File: config.mk
export PLATFORM = sky130hd
export DESIGN_NAME = pptc_top
export DESIGN_NICKNAME = d
export VERILOG_FILES = /design/src/rtl/pptc_pkg.sv /design/src/rtl/pptc_top.sv
export VERILOG_INCLUDE_DIRS = /design/src /design/src/rtl
export SDC_FILE = /design/constraint.sdc
export NUM_CORES = 1
export LEC_CHECK = 0
export BUFFER_PORTS_ARGS = -buffer_cell sky130_fd_sc_hd__buf_2
export CAP_MARGIN = 20
export CORE_MARGIN = 4
export CORE_UTILIZATION = 50
export CTS_CLUSTER_SIZE = 25
export DETAILED_ROUTE_END_ITERATION = 10
export PLACE_DENSITY = 0.73
export SLEW_MARGIN = 20
export SYNTH_ARGS = -nofsm -noshare
export SYNTH_HDL_FRONTEND = slang
export SYNTH_SLANG_ARGS = --single-unit
File: constraint.sdc
create_clock -name i_core_clk -period 5 [get_ports i_core_clk]
set_clock_uncertainty 0.15 [all_clocks]
set_input_delay 0.25 -clock i_core_clk [delete_from_list [all_inputs] [get_ports i_core_clk]]
set_output_delay 0.25 -clock i_core_clk [all_outputs]
set_load 0.02 [all_outputs]
File: src/rtl/pptc_consts.svh
// Constants for the portal, translation and configuration front end
`ifndef PPTC_CONSTS_SVH
`define PPTC_CONSTS_SVH
`define PPTC_CTRL_SIZE      64'h0000_0000_0001_0000
`define PPTC_CTRL_BITS      16
`define PPTC_QUEUES         8
`define PPTC_QBITS          3
`define PPTC_PORTALS_PER_Q  4
`define PPTC_PAGE_BITS      12
`define PPTC_PORTAL_BITS    6
`define PPTC_PORTAL_SPAN    (`PPTC_QUEUES * `PPTC_PORTALS_PER_Q * 4096)
`define PPTC_PORTAL_LOG2    $clog2(`PPTC_PORTAL_SPAN)
`define PPTC_A_CTRL         12'h000
`define PPTC_A_STATUS       12'h004
`define PPTC_A_SWERR        12'h008
`define PPTC_A_CBASE_LO     12'h00C
`define PPTC_A_CBASE_HI     12'h010
`define PPTC_A_PBASE_LO     12'h014
`define PPTC_A_PBASE_HI     12'h018
`define PPTC_A_QCFG         12'h01C
`define PPTC_A_TCMAP        12'h020
`define PPTC_A_CAP          12'h024
`define PPTC_B_EN           0
`define PPTC_B_PASID        1
`define PPTC_B_ATS          2
`define PPTC_B_PRS          3
`define PPTC_B_FILL         4
`define PPTC_B_VC           5
`define PPTC_CTRL_W         6
`define PPTC_B_ERR_XLAT     0
`define PPTC_CAP_TOFF       0
`define PPTC_CAP_POFF       1
`define PPTC_QCFG_POFF      8
`define PPTC_QCFG_PASID     16
`define PPTC_QCFG_SHARED    24
`define PPTC_QIDX_LSB       14
`define PPTC_QIDX_MSB       16
`define PPTC_PSEL_LSB       12
`define PPTC_PSEL_MSB       13
`define PPTC_TC_W           3
`define PPTC_ERR_VEC        11'h000
`define PPTC_FILL_ONES      64'hFFFF_FFFF_FFFF_FFFF
`define PPTC_FILL_ZERO      64'h0000_0000_0000_0000
`endif

File: src/rtl/pptc_pkg.sv
// Types for the portal, translation and configuration front end
package pptc_pkg;
    typedef enum logic [1:0] {ST_DISABLED, ST_ENABLED, ST_HALTED} pptc_state_t;
    typedef struct packed {
        logic        valid;
        logic        wr;
        logic        dmwr;
        logic [63:0] addr;
    } pptc_req_t;
    typedef struct packed {
        logic        valid;
        logic        ctrl_hit;
        logic        portal_hit;
        logic        accept;
        logic        drop;
        logic        retry;
        logic        rd_valid;
        logic [2:0]  queue;
        logic [1:0]  portal;
        logic [63:0] rd_data;
    } pptc_rsp_t;
endpackage

File: src/rtl/pptc_top.sv
// Aperture decode, portal filter, translation mode and APB registers
//
// The APB slave port and the register offsets are this design's own decisions.
`include "pptc_consts.svh"
// How it works
// - Control aperture has 64-bit base, 64KB decode
// - Each 64-byte portal starts its own page
// - Four portals per queue in portal aperture
// - Aperture size rounded up to power of two
// - Stray portal writes dropped; deferrable ones retried
// - Portal reads return all zero or ones
// - Interrupts only as MSI-X messages
// - Capability change while active halts, logs error
// - All three on: translate, recoverable faults
// - Only translation on: no PASID, unrecoverable faults
// - All off: untranslated, no PASID, no cache
// - PASID only: untranslated, cache unused
// - No page requests; report faults instead
// - Translation and paging without PASID: recoverable
// - Translation off: no page requests, untranslated
// - Shared queues need PASID enabled
// - Honour per-queue translation opt-out
// - Honour per-queue page request opt-out
// - Traffic class mapped to programmed channel
module pptc_top (
    input  wire logic                    i_core_clk,
    input  wire logic                    i_rst,
    input  wire logic                    i_psel,
    input  wire logic                    i_penable,
    input  wire logic                    i_pwrite,
    input  wire logic [11:0]             i_paddr,
    input  wire logic [31:0]             i_pwdata,
    output logic      [31:0]             o_prdata,
    output logic                         o_pready,
    output logic                         o_pslverr,
    input  wire pptc_pkg::pptc_req_t     i_req,
    output pptc_pkg::pptc_rsp_t          o_rsp,
    input  wire logic [2:0]              i_tc,
    output logic      [2:0]              o_vc,
    output logic                         o_msix_req,
    output logic      [10:0]             o_msix_vector,
    output logic      [`PPTC_QUEUES-1:0] o_q_translate,
    output logic      [`PPTC_QUEUES-1:0] o_q_pagereq,
    output logic      [`PPTC_QUEUES-1:0] o_q_fault_report,
    output logic      [`PPTC_QUEUES-1:0] o_q_use_pasid,
    output logic      [`PPTC_QUEUES-1:0] o_q_atc_used,
    output logic      [`PPTC_QUEUES-1:0] o_q_shared_ok
);

    // ****************************************************************
    // Register storage
    // ****************************************************************
    pptc_pkg::pptc_state_t     state;
    logic [`PPTC_CTRL_W-1:0]   ctrl;
    logic                      sw_err;
    logic [63:0]               ctrl_base;
    logic [63:0]               portal_base;
    logic [31:0]               qcfg;
    logic [23:0]               tc_map;
    logic [1:0]                optout_cap;

    logic                      wr_en;
    logic                      rd_en;
    logic                      addr_ok;
    logic                      xlat_change;
    logic                      halt_evt;
    logic [31:0]               rd_mux;

    // APB strobes: writes land in the access phase, reads are fetched in setup
    assign wr_en = i_psel && i_penable && i_pwrite;
    assign rd_en = i_psel && !i_penable && !i_pwrite;

    // Decode of mapped offsets
    always_comb
    begin
        case (i_paddr)
            `PPTC_A_CTRL,
            `PPTC_A_STATUS,
            `PPTC_A_SWERR,
            `PPTC_A_CBASE_LO,
            `PPTC_A_CBASE_HI,
            `PPTC_A_PBASE_LO,
            `PPTC_A_PBASE_HI,
            `PPTC_A_QCFG,
            `PPTC_A_TCMAP,
            `PPTC_A_CAP:    addr_ok = 1'b1;
            default:        addr_ok = 1'b0;
        endcase
    end

    // Translation enables altered by a control write
    assign xlat_change = wr_en && (i_paddr == `PPTC_A_CTRL)
                      && (i_pwdata[`PPTC_B_PRS:`PPTC_B_PASID]
                          != ctrl[`PPTC_B_PRS:`PPTC_B_PASID]);
    assign halt_evt = xlat_change && (state != pptc_pkg::ST_DISABLED);

    // Zero wait states; unmapped offsets answer with an error
    assign o_pready = 1'b1;
    assign o_pslverr = i_psel && i_penable && !addr_ok;

    // ****************************************************************
    // Control register
    // ****************************************************************
    always_ff @(posedge i_core_clk)
    begin
        if (i_rst)
        begin
            ctrl <= '0;
        end
        else if (wr_en && (i_paddr == `PPTC_A_CTRL))
        begin
            ctrl <= i_pwdata[`PPTC_CTRL_W-1:0];
        end
    end

    // Device state machine
    always_ff @(posedge i_core_clk)
    begin
        if (i_rst)
        begin
            state <= pptc_pkg::ST_DISABLED;
        end
        else
        begin
            case (state)
                pptc_pkg::ST_DISABLED:
                begin
                    if (wr_en && (i_paddr == `PPTC_A_CTRL) && i_pwdata[`PPTC_B_EN])
                    begin
                        state <= pptc_pkg::ST_ENABLED;
                    end
                end
                pptc_pkg::ST_ENABLED:
                begin
                    if (halt_evt)
                    begin
                        state <= pptc_pkg::ST_HALTED;
                    end
                    else if (wr_en && (i_paddr == `PPTC_A_CTRL) && !i_pwdata[`PPTC_B_EN])
                    begin
                        state <= pptc_pkg::ST_DISABLED;
                    end
                end
                pptc_pkg::ST_HALTED:
                begin
                    if (wr_en && (i_paddr == `PPTC_A_CTRL) && !i_pwdata[`PPTC_B_EN])
                    begin
                        state <= pptc_pkg::ST_DISABLED;
                    end
                end
                default:
                begin
                    state <= pptc_pkg::ST_DISABLED;
                end
            endcase
        end
    end

    // Software error flag, write one to clear, set wins
    always_ff @(posedge i_core_clk)
    begin
        if (i_rst)
        begin
            sw_err <= 1'b0;
        end
        else if (halt_evt)
        begin
            sw_err <= 1'b1;
        end
        else if (wr_en && (i_paddr == `PPTC_A_SWERR) && i_pwdata[`PPTC_B_ERR_XLAT])
        begin
            sw_err <= 1'b0;
        end
    end

    // Halt is reported by a message, never by a pin
    always_ff @(posedge i_core_clk)
    begin
        if (i_rst)
        begin
            o_msix_req    <= 1'b0;
            o_msix_vector <= `PPTC_ERR_VEC;
        end
        else
        begin
            o_msix_req    <= halt_evt;
            o_msix_vector <= `PPTC_ERR_VEC;
        end
    end

    // ****************************************************************
    // Aperture bases, queue configuration, channel map
    // ****************************************************************
    // Base registers; bits below the aperture size stay zero
    always_ff @(posedge i_core_clk)
    begin
        if (i_rst)
        begin
            ctrl_base   <= '0;
            portal_base <= '0;
        end
        else if (wr_en)
        begin
            case (i_paddr)
                `PPTC_A_CBASE_LO: ctrl_base[31:`PPTC_CTRL_BITS] <=
                                      i_pwdata[31:`PPTC_CTRL_BITS];
                `PPTC_A_CBASE_HI: ctrl_base[63:32] <= i_pwdata;
                `PPTC_A_PBASE_LO: portal_base[31:`PPTC_PORTAL_LOG2] <=
                                      i_pwdata[31:`PPTC_PORTAL_LOG2];
                `PPTC_A_PBASE_HI: portal_base[63:32] <= i_pwdata;
                default:          ctrl_base <= ctrl_base;
            endcase
        end
    end

    // Queue configuration and channel map storage
    always_ff @(posedge i_core_clk)
    begin
        if (i_rst)
        begin
            qcfg   <= '0;
            tc_map <= '0;
        end
        else if (wr_en && (i_paddr == `PPTC_A_QCFG))
        begin
            qcfg <= i_pwdata;
        end
        else if (wr_en && (i_paddr == `PPTC_A_TCMAP))
        begin
            tc_map <= i_pwdata[23:0];
        end
    end

    // Opt-out capabilities are fixed on
    assign optout_cap = 2'h3;

    // Read data mux
    always_comb
    begin
        rd_mux = '0;
        case (i_paddr)
            `PPTC_A_CTRL:     rd_mux = {26'h0, ctrl};
            `PPTC_A_STATUS:   rd_mux = {30'h0, state};
            `PPTC_A_SWERR:    rd_mux = {31'h0, sw_err};
            `PPTC_A_CBASE_LO: rd_mux = ctrl_base[31:0];
            `PPTC_A_CBASE_HI: rd_mux = ctrl_base[63:32];
            `PPTC_A_PBASE_LO: rd_mux = portal_base[31:0];
            `PPTC_A_PBASE_HI: rd_mux = portal_base[63:32];
            `PPTC_A_QCFG:     rd_mux = qcfg;
            `PPTC_A_TCMAP:    rd_mux = {8'h0, tc_map};
            `PPTC_A_CAP:      rd_mux = {16'h0, 8'(`PPTC_PORTAL_LOG2),
                                        6'h0, optout_cap};
            default:          rd_mux = '0;
        endcase
    end

    // Read data fetched in setup, standing through the access phase only
    always_ff @(posedge i_core_clk)
    begin
        if (i_rst)
        begin
            o_prdata <= '0;
        end
        else if (rd_en)
        begin
            o_prdata <= rd_mux;
        end
        else
        begin
            o_prdata <= '0;
        end
    end

    // ****************************************************************
    // Aperture decode and portal filter
    // ****************************************************************
    logic [63:0]            ctrl_off;
    logic [63:0]            portal_off;
    logic                   ctrl_hit;
    logic                   portal_hit;
    logic                   on_portal;
    logic [`PPTC_QBITS-1:0] q_idx;

    // Offsets of the request into each aperture
    assign ctrl_off   = i_req.addr - ctrl_base;
    assign portal_off = i_req.addr - portal_base;
    assign ctrl_hit   = (i_req.addr >= ctrl_base)
                     && (ctrl_off < `PPTC_CTRL_SIZE);
    assign portal_hit = (i_req.addr >= portal_base)
                     && (portal_off < 64'(1 << `PPTC_PORTAL_LOG2));
    // Portal only in the first 64 bytes of a page
    assign on_portal  = portal_hit
                     && (portal_off[`PPTC_PAGE_BITS-1:`PPTC_PORTAL_BITS] == '0)
                     && (portal_off < 64'(`PPTC_PORTAL_SPAN));
    assign q_idx = portal_off[`PPTC_QIDX_MSB:`PPTC_QIDX_LSB];

    // Registered response to each request
    always_ff @(posedge i_core_clk)
    begin
        if (i_rst)
        begin
            o_rsp <= '0;
        end
        else
        begin
            o_rsp.valid      <= i_req.valid;
            o_rsp.ctrl_hit   <= i_req.valid && ctrl_hit;
            o_rsp.portal_hit <= i_req.valid && portal_hit;
            o_rsp.queue      <= q_idx;
            o_rsp.portal     <= portal_off[`PPTC_PSEL_MSB:`PPTC_PSEL_LSB];
            o_rsp.accept     <= i_req.valid && i_req.wr && on_portal;
            o_rsp.drop       <= i_req.valid && i_req.wr && portal_hit
                             && !on_portal;
            o_rsp.retry      <= i_req.valid && i_req.wr && i_req.dmwr
                             && portal_hit && !on_portal;
            o_rsp.rd_valid   <= i_req.valid && !i_req.wr && portal_hit;
            o_rsp.rd_data    <= ctrl[`PPTC_B_FILL] ? `PPTC_FILL_ONES
                                                   : `PPTC_FILL_ZERO;
        end
    end

    // ****************************************************************
    // Traffic class to channel map
    // ****************************************************************
    // Channel lookup, zero while the capability is absent
    always_ff @(posedge i_core_clk)
    begin
        if (i_rst)
        begin
            o_vc <= '0;
        end
        else
        begin
            o_vc <= ctrl[`PPTC_B_VC] ? tc_map[`PPTC_TC_W*i_tc +: `PPTC_TC_W] : 3'h0;
        end
    end

    // ****************************************************************
    // Per-queue translation mode
    // ****************************************************************
    // Device-level enables, live only while the device is enabled
    logic pasid_on;
    logic ats_on;
    logic prs_on;

    assign pasid_on = ctrl[`PPTC_B_PASID] && (state == pptc_pkg::ST_ENABLED);
    assign ats_on   = ctrl[`PPTC_B_ATS] && (state == pptc_pkg::ST_ENABLED);
    assign prs_on   = ctrl[`PPTC_B_PRS] && ats_on;

    // One copy of the mode logic per work queue
    genvar gq;
    generate
        for (gq = 0; gq < `PPTC_QUEUES; gq++)
        begin : g_queue
            logic q_xl;
            logic q_pr;
            // Effective enables after queue opt-outs
            assign q_xl = ats_on
                       && !(optout_cap[`PPTC_CAP_TOFF] && qcfg[gq]);
            assign q_pr = prs_on && q_xl
                       && !(optout_cap[`PPTC_CAP_POFF] && qcfg[`PPTC_QCFG_POFF+gq]);

            // Registered per-queue mode outputs
            always_ff @(posedge i_core_clk)
            begin
                if (i_rst)
                begin
                    o_q_translate[gq]    <= 1'b0;
                    o_q_pagereq[gq]      <= 1'b0;
                    o_q_fault_report[gq] <= 1'b0;
                    o_q_use_pasid[gq]    <= 1'b0;
                    o_q_atc_used[gq]     <= 1'b0;
                    o_q_shared_ok[gq]    <= 1'b0;
                end
                else
                begin
                    o_q_translate[gq]    <= q_xl;
                    o_q_pagereq[gq]      <= q_pr;
                    o_q_fault_report[gq] <= q_xl && !q_pr;
                    o_q_use_pasid[gq]    <= pasid_on && qcfg[`PPTC_QCFG_PASID+gq];
                    o_q_atc_used[gq]     <= q_xl;
                    o_q_shared_ok[gq]    <= pasid_on && qcfg[`PPTC_QCFG_SHARED+gq];
                end
            end
        end
    endgenerate

endmodule // pptc_top

* Word level (Yosys, flattened, before mapping)
Index checks and enable logic that the tools add are counted.
** Storage, ports and cells
- Register bits :: 312
- Bits in latches :: 0
- Bits in writable memories :: 0
- Bits in read-only memories :: 0
- Input port bits :: 119
- Output and inout bits :: 173
- Word-level logic and storage cells :: 218
- Memories kept :: 0
** Operators by class
- Add/sub/neg operators :: 2
- $mul :: 1
- Divide/modulo/power cells :: 0
- $lt $le $gt $ge :: 4
- Eq/ne operators :: 13
- Shifts and indexed selects :: 1
- Muxes and demuxes :: 9
- Bitwise gates (word level) :: 3
- Reductions and logical operators :: 123
** Operator list (count)
- $pmux 32 s10 :: 1
- $ge 64x64->1 :: 2
- $sub 64x64->64 :: 2
- $logic_and 1x1->1 :: 80
- $lt 64x17->1 const B :: 1
- $lt 64x18->1 const B :: 1
- $mux 64 :: 1
- $eq 12x5->1 const B :: 4
- $logic_not 1->1 :: 30
- $eq 12x4->1 const B :: 2
- $eq 12x6->1 const B :: 2
- $shiftx 24x6->3 :: 1
- $eq 12x3->1 const B :: 1
- $logic_not 12->1 :: 1
- $reduce_and 2->1 :: 5
- $reduce_or 10->1 :: 1
- $logic_not 6->1 :: 1
- $mux 2 :: 3
- $pmux 2 s3 :: 1
- $mul 2x3->5 const A :: 1
- $reduce_bool 2->1 :: 2
- $reduce_or 2->1 :: 2
- $mux 1 :: 3
- $ne 3x3->1 :: 1
- other kinds (5) :: 7

* Longest topological paths before layout
Gate-level depths: netlist (run 1).
- Depth after elaboration :: 7
- Depth in mapped cells :: 14
- Depth with buffers taken out :: 14

* Worst setup path after synthesis (run 1)
OpenSTA, ideal clock, no wires.
- Path type :: register to register
- From :: reg portal_base[18]
- To :: reg o_rsp[70] in the netlist's numbering
- Library setup time :: 0.061 ns
- Arrival time :: 3.594 ns
- Required time :: 4.789 ns
- Setup slack :: 1.195 ns
- Stages on the path, launching flop included :: 14
- Buffers on the path :: 0
- Period minus slack after synthesis :: 3.805 ns
- Cells stage by stage :: dfxtp_1 inv_1 ha_1 nor2b_1 o2111ai_1 nand2_1 a2111oi_0 a31oi_1 nor4b_1 nand4_1 or4_1 or4_4 nor4_4 and4_1
** Between the ends
- Longest elaborated chain between the ends :: 7
- Elaborated cells between the ends (all ways) :: 9
- Classes of those cells :: 1 x add/sub; 2 x order compare; 6 x reduce/logical
** Ends and longest elaborated chain
- start, declared :: RTL line pptc_top.sv:57 : logic [63:0] portal_base;
- start signal, assigned by index :: RTL line pptc_top.sv:208 : `PPTC_A_PBASE_LO: portal_base[31:`PPTC_PORTAL_LOG2] <=
- $sub 64x64->64 :: RTL line pptc_top.sv:286 : assign portal_off = i_req.addr - portal_base;
- $lt 64x18->1 :: RTL line pptc_top.sv:290, pptc_top.sv:294
- $logic_and 1x1->1 :: RTL line pptc_top.sv:289 : assign portal_hit = (i_req.addr >= portal_base)
- $logic_and 1x1->1 (2 in series) :: RTL line pptc_top.sv:292 : assign on_portal = portal_hit
- $logic_not 1->1 :: RTL line pptc_top.sv:315 : && portal_hit && !on_portal;
- $logic_and 1x1->1 (*) :: RTL line pptc_top.sv:315
- end, declared :: RTL line pptc_top.sv:37 : output pptc_pkg::pptc_rsp_t o_rsp,
Every way passes the cells marked *; elsewhere a longest branch is shown, timed or not.
A chain may end at the register's enable or synchronous reset.

* Worst setup path in the final report (run 1)
- From :: reg portal_base[23]
- To :: reg o_rsp[70] in the netlist's numbering
Same word-level chain as after synthesis.

==> results.tsv, run 1 <==
metric	value	unit
number of CTS-inserted buffers	25	
final number of setup-violating endpoints	0	
yosys warns	0	
# nets final	2604	
max_cap viols	0	
Highest Clock Rate	0.207	GHz
cell area after synthesis	0.0164	mm2
total iterations of the first detailed-routing run	7	
number of vias after detailed routing	17500	
launching element of the worst setup path	portal_base[23]	
DP Worst Slack	0.628	ns
fraction of registers with async set or reset after synthesis	0	%
placed wire-length estimate	49.5	mm
number of antenna violations at the first check in global routing	1	
area of the core region	0.0319	mm2
kind of path behind the tightest hold check	input pin to flip-flop	
start point of the worst min-delay path	i_req[66]	
port buffer count	279	
I/O Pins	292	
htree depth	1	
most frequent cells in the layout	442 x sky130_fd_sc_hd__nand2_1, 304 x sky130_fd_sc_hd__a21oi_1, 278 x sky130_fd_sc_hd__buf_2	
area grow syn2layout	14.0	%
Synth Register Bits	249	
number of clock sinks seen by CTS	249	
critical path type	flip-flop to flip-flop	
remaining global-route overflow	0	
Period minus WS final	4.83	ns
Overall Global Routing Usage	33.6	%
average wire per standard cell	22.5	um
final worst path period share	96.6	%
register area share after synthesis	30.5	%
kind of start point of the critical path	flip-flop	
syn_area_per_cell	7.36	um2
final worst setup slack	0.171	ns
wire length of the first global-routing pass	95.7	mm
leading area contributor after synthesis	sky130_fd_sc_hd__dfxtp_1	
cell with the largest stage delay on the worst path	sky130_fd_sc_hd__or4_4	
run status	finished, final reports clean	
setup repair after global routing missed its margin	false	
kind of capture point of the worst setup path	flip-flop	
Worst R2R Start	portal_base[23]	
Die Footprint	0.0357	mm2
max-slew violation count	0	
peak supply drop	289	uV
number of hold-slack violations in the final timing report	0	
number of synthesized flops with an enable pin	0	
worst slew slack as a fraction of its limit	29.9	%
setup_tns	0	ns
arrival time of data at the critical path endpoint	5.15	ns
ratio of cells with drive above 1 in the final layout	15.4	%
number of distinct library cells after synthesis	83	
maximum cell stage delay along the critical path	0.55	ns
placed standard-cell area	0.0174	mm2
Placement Rows	65	
maximum clock path buffer count	3	
number of instances in the synthesized netlist	2224	
number of global-route vias before repair	16200	
number of vias per cell	6.15	
Iteration-0 DRC Markers	2423	
Clock transition at path regs	0.08	ns
final design area excluding fillers	0.0187	mm2
number of post-CTS setup repair buffers	0	
root cell of the clock tree	sky130_fd_sc_hd__clkbuf_16	
initial core utilization	51.3	%
ordered list of cells on the worst path	inv_1, ha_1, a21oi_1, o21ai_0, a2111oi_1, a31oi_1, nor4b_1, nand4_1, or4_1, or4_4, nor4_4, and4_1, dlygate4sd3_1	
clock tree from TritonCTS	done	
Final Core Density	58.5	%
Leakage	7.20	nW
top cells by area, synth	sky130_fd_sc_hd__dfxtp_1 30%, sky130_fd_sc_hd__nand2_1 10%, sky130_fd_sc_hd__a21oi_1 9.3%, sky130_fd_sc_hd__ha_1 7.3%, sky130_fd_sc_hd__buf_4 3.8%	
drc violations	0	
die boundary width	189	um
die boundary height	189	um
remaining antenna violation count	0	
slew at the pin closest to its max-slew limit	1.05	ns
routability-driven placement congestion ratio	0.980	
required time of the critical path	5.33	ns
total instance count after detailed placement	2750	
power density over the cells	247	mW/mm2
filler-free cell count of the finished design	2840	
post-synth top area share	30.5	%
count of buffer and inverter cells on the critical path	2	
predominant post-synthesis flop cell	sky130_fd_sc_hd__dfxtp_1	
total power consumption of the routed design	4.60	mW
minimum hold slack	0.0244	ns
Max FO, Critical Path	6	
maximum number of pins on one net before global-route repair	97	
overall routed net length	63.9	mm
most common cell after layout, fill and taps aside	sky130_fd_sc_hd__nand2_1	
Skew-Pair Late Insertion Delay	0.53	ns
cell family contributing the most delay on the critical path	simple AND/OR/NAND/NOR gates	
[cell usage after synthesis (8+ instances only)]
library cell and count:
sky130_fd_sc_hd__nor4_1 16, sky130_fd_sc_hd__a222oi_1 34, sky130_fd_sc_hd__inv_1 119, sky130_fd_sc_hd__o211ai_1 11, sky130_fd_sc_hd__nor2b_1 16, sky130_fd_sc_hd__and3_1 22, sky130_fd_sc_hd__and2_1 31, sky130_fd_sc_hd__clkbuf_1 131
sky130_fd_sc_hd__a21oi_1 304, sky130_fd_sc_hd__dfxtp_1 249, sky130_fd_sc_hd__xnor2_1 27, sky130_fd_sc_hd__o31ai_1 8, sky130_fd_sc_hd__nand3_1 36, sky130_fd_sc_hd__a21o_1 37, sky130_fd_sc_hd__o21ai_0 73, sky130_fd_sc_hd__nand2_1 444
sky130_fd_sc_hd__or3_1 8, sky130_fd_sc_hd__xor2_1 26, sky130_fd_sc_hd__a221oi_1 8, sky130_fd_sc_hd__buf_4 83, sky130_fd_sc_hd__mux2i_1 15, sky130_fd_sc_hd__ha_1 95, sky130_fd_sc_hd__o21bai_1 8, sky130_fd_sc_hd__a211oi_1 12
sky130_fd_sc_hd__o21a_1 24, sky130_fd_sc_hd__o2111ai_1 8, sky130_fd_sc_hd__a31oi_1 22, sky130_fd_sc_hd__nor2_1 110, sky130_fd_sc_hd__a22oi_1 18, sky130_fd_sc_hd__nand2b_1 16, sky130_fd_sc_hd__nand4_1 49, sky130_fd_sc_hd__nor3_1 40
[where the power goes]
part / internal [mW] / total, mW / switching, mW
combinational: 0.271 / 0.735 / 0.464
sequential: 1.99 / 1.99 / 0.000565
clock: 1.08 / 1.88 / 0.800
total: 3.34 / 4.60 / 1.26
[registers in the layout, indices dropped and copies added (netlist names)]
register          flops
o_q_use_pasid         8
o_q_atc_used          8
o_q_shared_ok         8
tc_map               24
ctrl                  6
state                 2
ctrl_base            48
o_q_fault_report      8
o_msix_req            1
o_prdata             32
o_rsp                13
o_q_pagereq           8
sw_err                1
qcfg                 32
o_vc                  3
portal_base          47
[area by class of cell]
class	instances	area (um2)
diodes	1	2.50
clock buffers	35	703
clock inverters	7	92.6
fillers	3052	13200
inverters	119	447
multi-input cells	1649	9870
flip-flops and latches	249	4980
well taps	435	544
repair buffers	345	2010
[final timing paths]
path               end  slack (ns)  cells after the start
max          o_rsp[70]        0.17                     13
min          o_rsp[75]        0.02                      2
max reg2reg  o_rsp[70]        0.17                     13
min reg2reg    ctrl[4]        0.32                      2
[cells by family after synthesis]
logic type / synth area share, %
AO/OA/AOI/OAI: 24.7
XOR/XNOR: 2.84
adder cells (fa/ha/maj): 7.39
buffers and inverters: 9.62
flip-flops: 30.5
multiplexers: 1.88
other: 0.0459
AND/OR/NAND/NOR: 23.1
[per-layer routing]
layer | share of wire (%) | routed length [um] | track usage (%)
met1 | 41 | 26400 | 46.6
met5 | 0 | 0 | 0
met3 | 10 | 6480 | 5.68
met2 | 45 | 28500 | 53.5
met4 | 3.8 | 2460 | 11.1
[repair_timing]
action | CTS | global route
hold endpoints to repair | 170 | 0
resized for setup | 0 | 5
endpoints found under the setup margin | 0 | 1
hold buffers | 47 | 0
No activity file was read; power rests on OpenSTA's default activity.
==> inputs of run 2 (changes only) <==
--- a/config.mk
+++ b/config.mk
@@ -8,6 +8,7 @@
 export LEC_CHECK = 0
 export BUFFER_PORTS_ARGS = -buffer_cell sky130_fd_sc_hd__buf_2
 export CAP_MARGIN = 20
+export CORE_ASPECT_RATIO = 0.8
 export CORE_MARGIN = 4
 export CORE_UTILIZATION = 50
 export CTS_CLUSTER_SIZE = 25
==> results.tsv, run 2 (synthesized netlist as in run 1, its figures left out) <==
metric	value	unit
run status	finished, final reports clean	
setup repair after global routing missed its margin	false	
overall routed net length	67.1	mm
Max FO, Critical Path	5	
final design area excluding fillers	0.0187	mm2
die boundary height	170	um
number of vias after detailed routing	17700	
root cell of the clock tree	sky130_fd_sc_hd__clkbuf_16	
kind of path behind the tightest hold check	input pin to flip-flop	
average wire per standard cell	23.7	um
n_diodes	0	
required time of the critical path	5.33	ns
arrival time of data at the critical path endpoint	4.97	ns
routability-driven placement congestion ratio	1.03	
number of CTS-inserted buffers	26	
peak supply drop	230	uV
maximum number of pins on one net before global-route repair	106	
Regs by FF count	ctrl_base x48, portal_base x47	
drc violations	0	
max-slew violation count	0	
placed wire-length estimate	52.4	mm
worst slew slack as a fraction of its limit	24.1	%
total iterations of the first detailed-routing run	10	
number of vias per cell	6.25	
slew at the pin closest to its max-slew limit	1.14	ns
fill cell count	2978	
critical path type	flip-flop to flip-flop	
number of hold-slack violations in the final timing report	0	
maximum clock path buffer count	3	
number of clock sinks seen by CTS	249	
total instance count after detailed placement	2741	
Largest Register	ctrl_base	
remaining global-route overflow	0	
Iteration-0 DRC Markers	2586	
Period minus WS final	4.64	ns
Placement Rows	58	
initial core utilization	51.4	%
final number of setup-violating endpoints	0	
Overall Global Routing Usage	35.4	%
flip-flop count of the largest register, all copies and words added	48	
# nets final	2609	
most frequent cells in the layout	444 x sky130_fd_sc_hd__nand2_1, 304 x sky130_fd_sc_hd__a21oi_1, 278 x sky130_fd_sc_hd__buf_2	
Skew-Pair Late Insertion Delay	0.55	ns
Resized Gates After CTS	0	
number of global-route vias before repair	16000	
most common cell after layout, fill and taps aside	sky130_fd_sc_hd__nand2_1	
kind of capture point of the worst setup path	flip-flop	
Leakage	7.24	nW
kind of start point of the critical path	flip-flop	
area of the core region	0.0319	mm2
number of antenna violations at the first check in global routing	0	
hold-fix buffer count after cts	45	
placed standard-cell area	0.0174	mm2
Clock transition at path regs	0.08	ns
power density over the cells	250	mW/mm2
wire length of the first global-routing pass	98.5	mm
Die Footprint	0.0357	mm2
die boundary width	210	um
Highest Clock Rate	0.216	GHz
filler-free cell count of the finished design	2833	
number of post-CTS setup repair buffers	0	
I/O Pins	292	
ratio of cells with drive above 1 in the final layout	15.7	%
max_cap viols	0	
htree depth	1	
final worst path period share	92.7	%
reg2reg setup slack	0.36	ns
clock tree from TritonCTS	done	
setup_tns	0	ns
port buffer count	279	
remaining antenna violation count	0	
area grow syn2layout	14.2	%
run 2: cell count changes in the layout (fill, tap and decap cells not counted), moves of 2 or more:
| cell | before | now |
|---|---|---|
| sky130_fd_sc_hd__nand2_1 | 442 | 444 |
| sky130_fd_sc_hd__dlygate4sd3_1 | 47 | 45 |
| sky130_fd_sc_hd__clkbuf_16 | 25 | 27 |
| sky130_fd_sc_hd__buf_4 | 20 | 26 |
| sky130_fd_sc_hd__nand2_2 | 3 | 1 |
| sky130_fd_sc_hd__clkinv_2 | 3 | 5 |
run 2: layout make-up:
| class | count | area (um2) | area share [%] |
|---|---|---|---|
| repair buffers | 349 | 2040 | 10.9 |
| well taps | 420 | 526 | 2.81 |
| clock buffers | 39 | 771 | 4.13 |
| inverters | 119 | 447 | 2.39 |
| clock inverters | 8 | 72.6 | 0.388 |
| multi-input cells | 1649 | 9850 | 52.7 |
| flip-flops and latches | 249 | 4980 | 26.7 |
run 2: per-stage QoR:
stage / setup slack, ns / total power, mW / hold WS, ns / util, %
6_report: 0.363 / 4.68 / 0.0528 / 58.6
5_1_grt: 0.0471 / 4.81 / 0.0602 / 58.6
4_1_cts: 0.459 / 4.65 / 0.0424 / 58.6
3_5_place_dp: 0.495 / 2.72 / 0.291 / 54.6
3_3_place_gp: 0.544 / 2.73 / 0.293 / 54.6
2_1_floorplan: 1.20 / 2.48 / 0.172 / -
run 2: where the power goes:
| part | total (mW) | switching, mW | leakage, nW | internal, mW |
|---|---|---|---|---|
| Sequential | 1.99 | 0.000552 | 2.01 | 1.99 |
| Combinational | 0.749 | 0.478 | 4.81 | 0.271 |
| Clock | 1.94 | 0.828 | 0.419 | 1.12 |
run 2: final timing paths:
path | end | from | cells past startpoint
min reg2reg | ctrl[0] | ctrl[0] | 2
max | o_rsp[70] | portal_base[18] | 13
min | o_rsp[72] | i_req[7] | 4
max reg2reg | o_rsp[70] | portal_base[18] | 13
run 2: worst max-delay path, stage by stage, from the launching register on:
cell                        delay, ns
sky130_fd_sc_hd__dfxtp_1         0.44
sky130_fd_sc_hd__inv_1           0.07
sky130_fd_sc_hd__ha_1            0.28
sky130_fd_sc_hd__nor2b_1         0.16
sky130_fd_sc_hd__o2111ai_1       0.46
sky130_fd_sc_hd__nand2_1         0.24
sky130_fd_sc_hd__a2111oi_0       0.39
sky130_fd_sc_hd__a31oi_1         0.15
sky130_fd_sc_hd__nor4b_1         0.34
sky130_fd_sc_hd__nand4_1         0.15
sky130_fd_sc_hd__or4_1           0.55
sky130_fd_sc_hd__or4_4           0.55
sky130_fd_sc_hd__nor4_4          0.39
sky130_fd_sc_hd__and4_1          0.24
run 2: per-layer routing:
| layer | GRT usage (%) | up-vias | part of all wire (%) |
|---|---|---|---|
| li1 | - | 8107 | - |
| met2 | 52.5 | 1152 | 42 |
| met3 | 6.49 | 113 | 12 |
| met1 | 53.3 | 8339 | 43 |
| met5 | 0 | - | 0 |
| met4 | 8.42 | 0 | 2.8 |
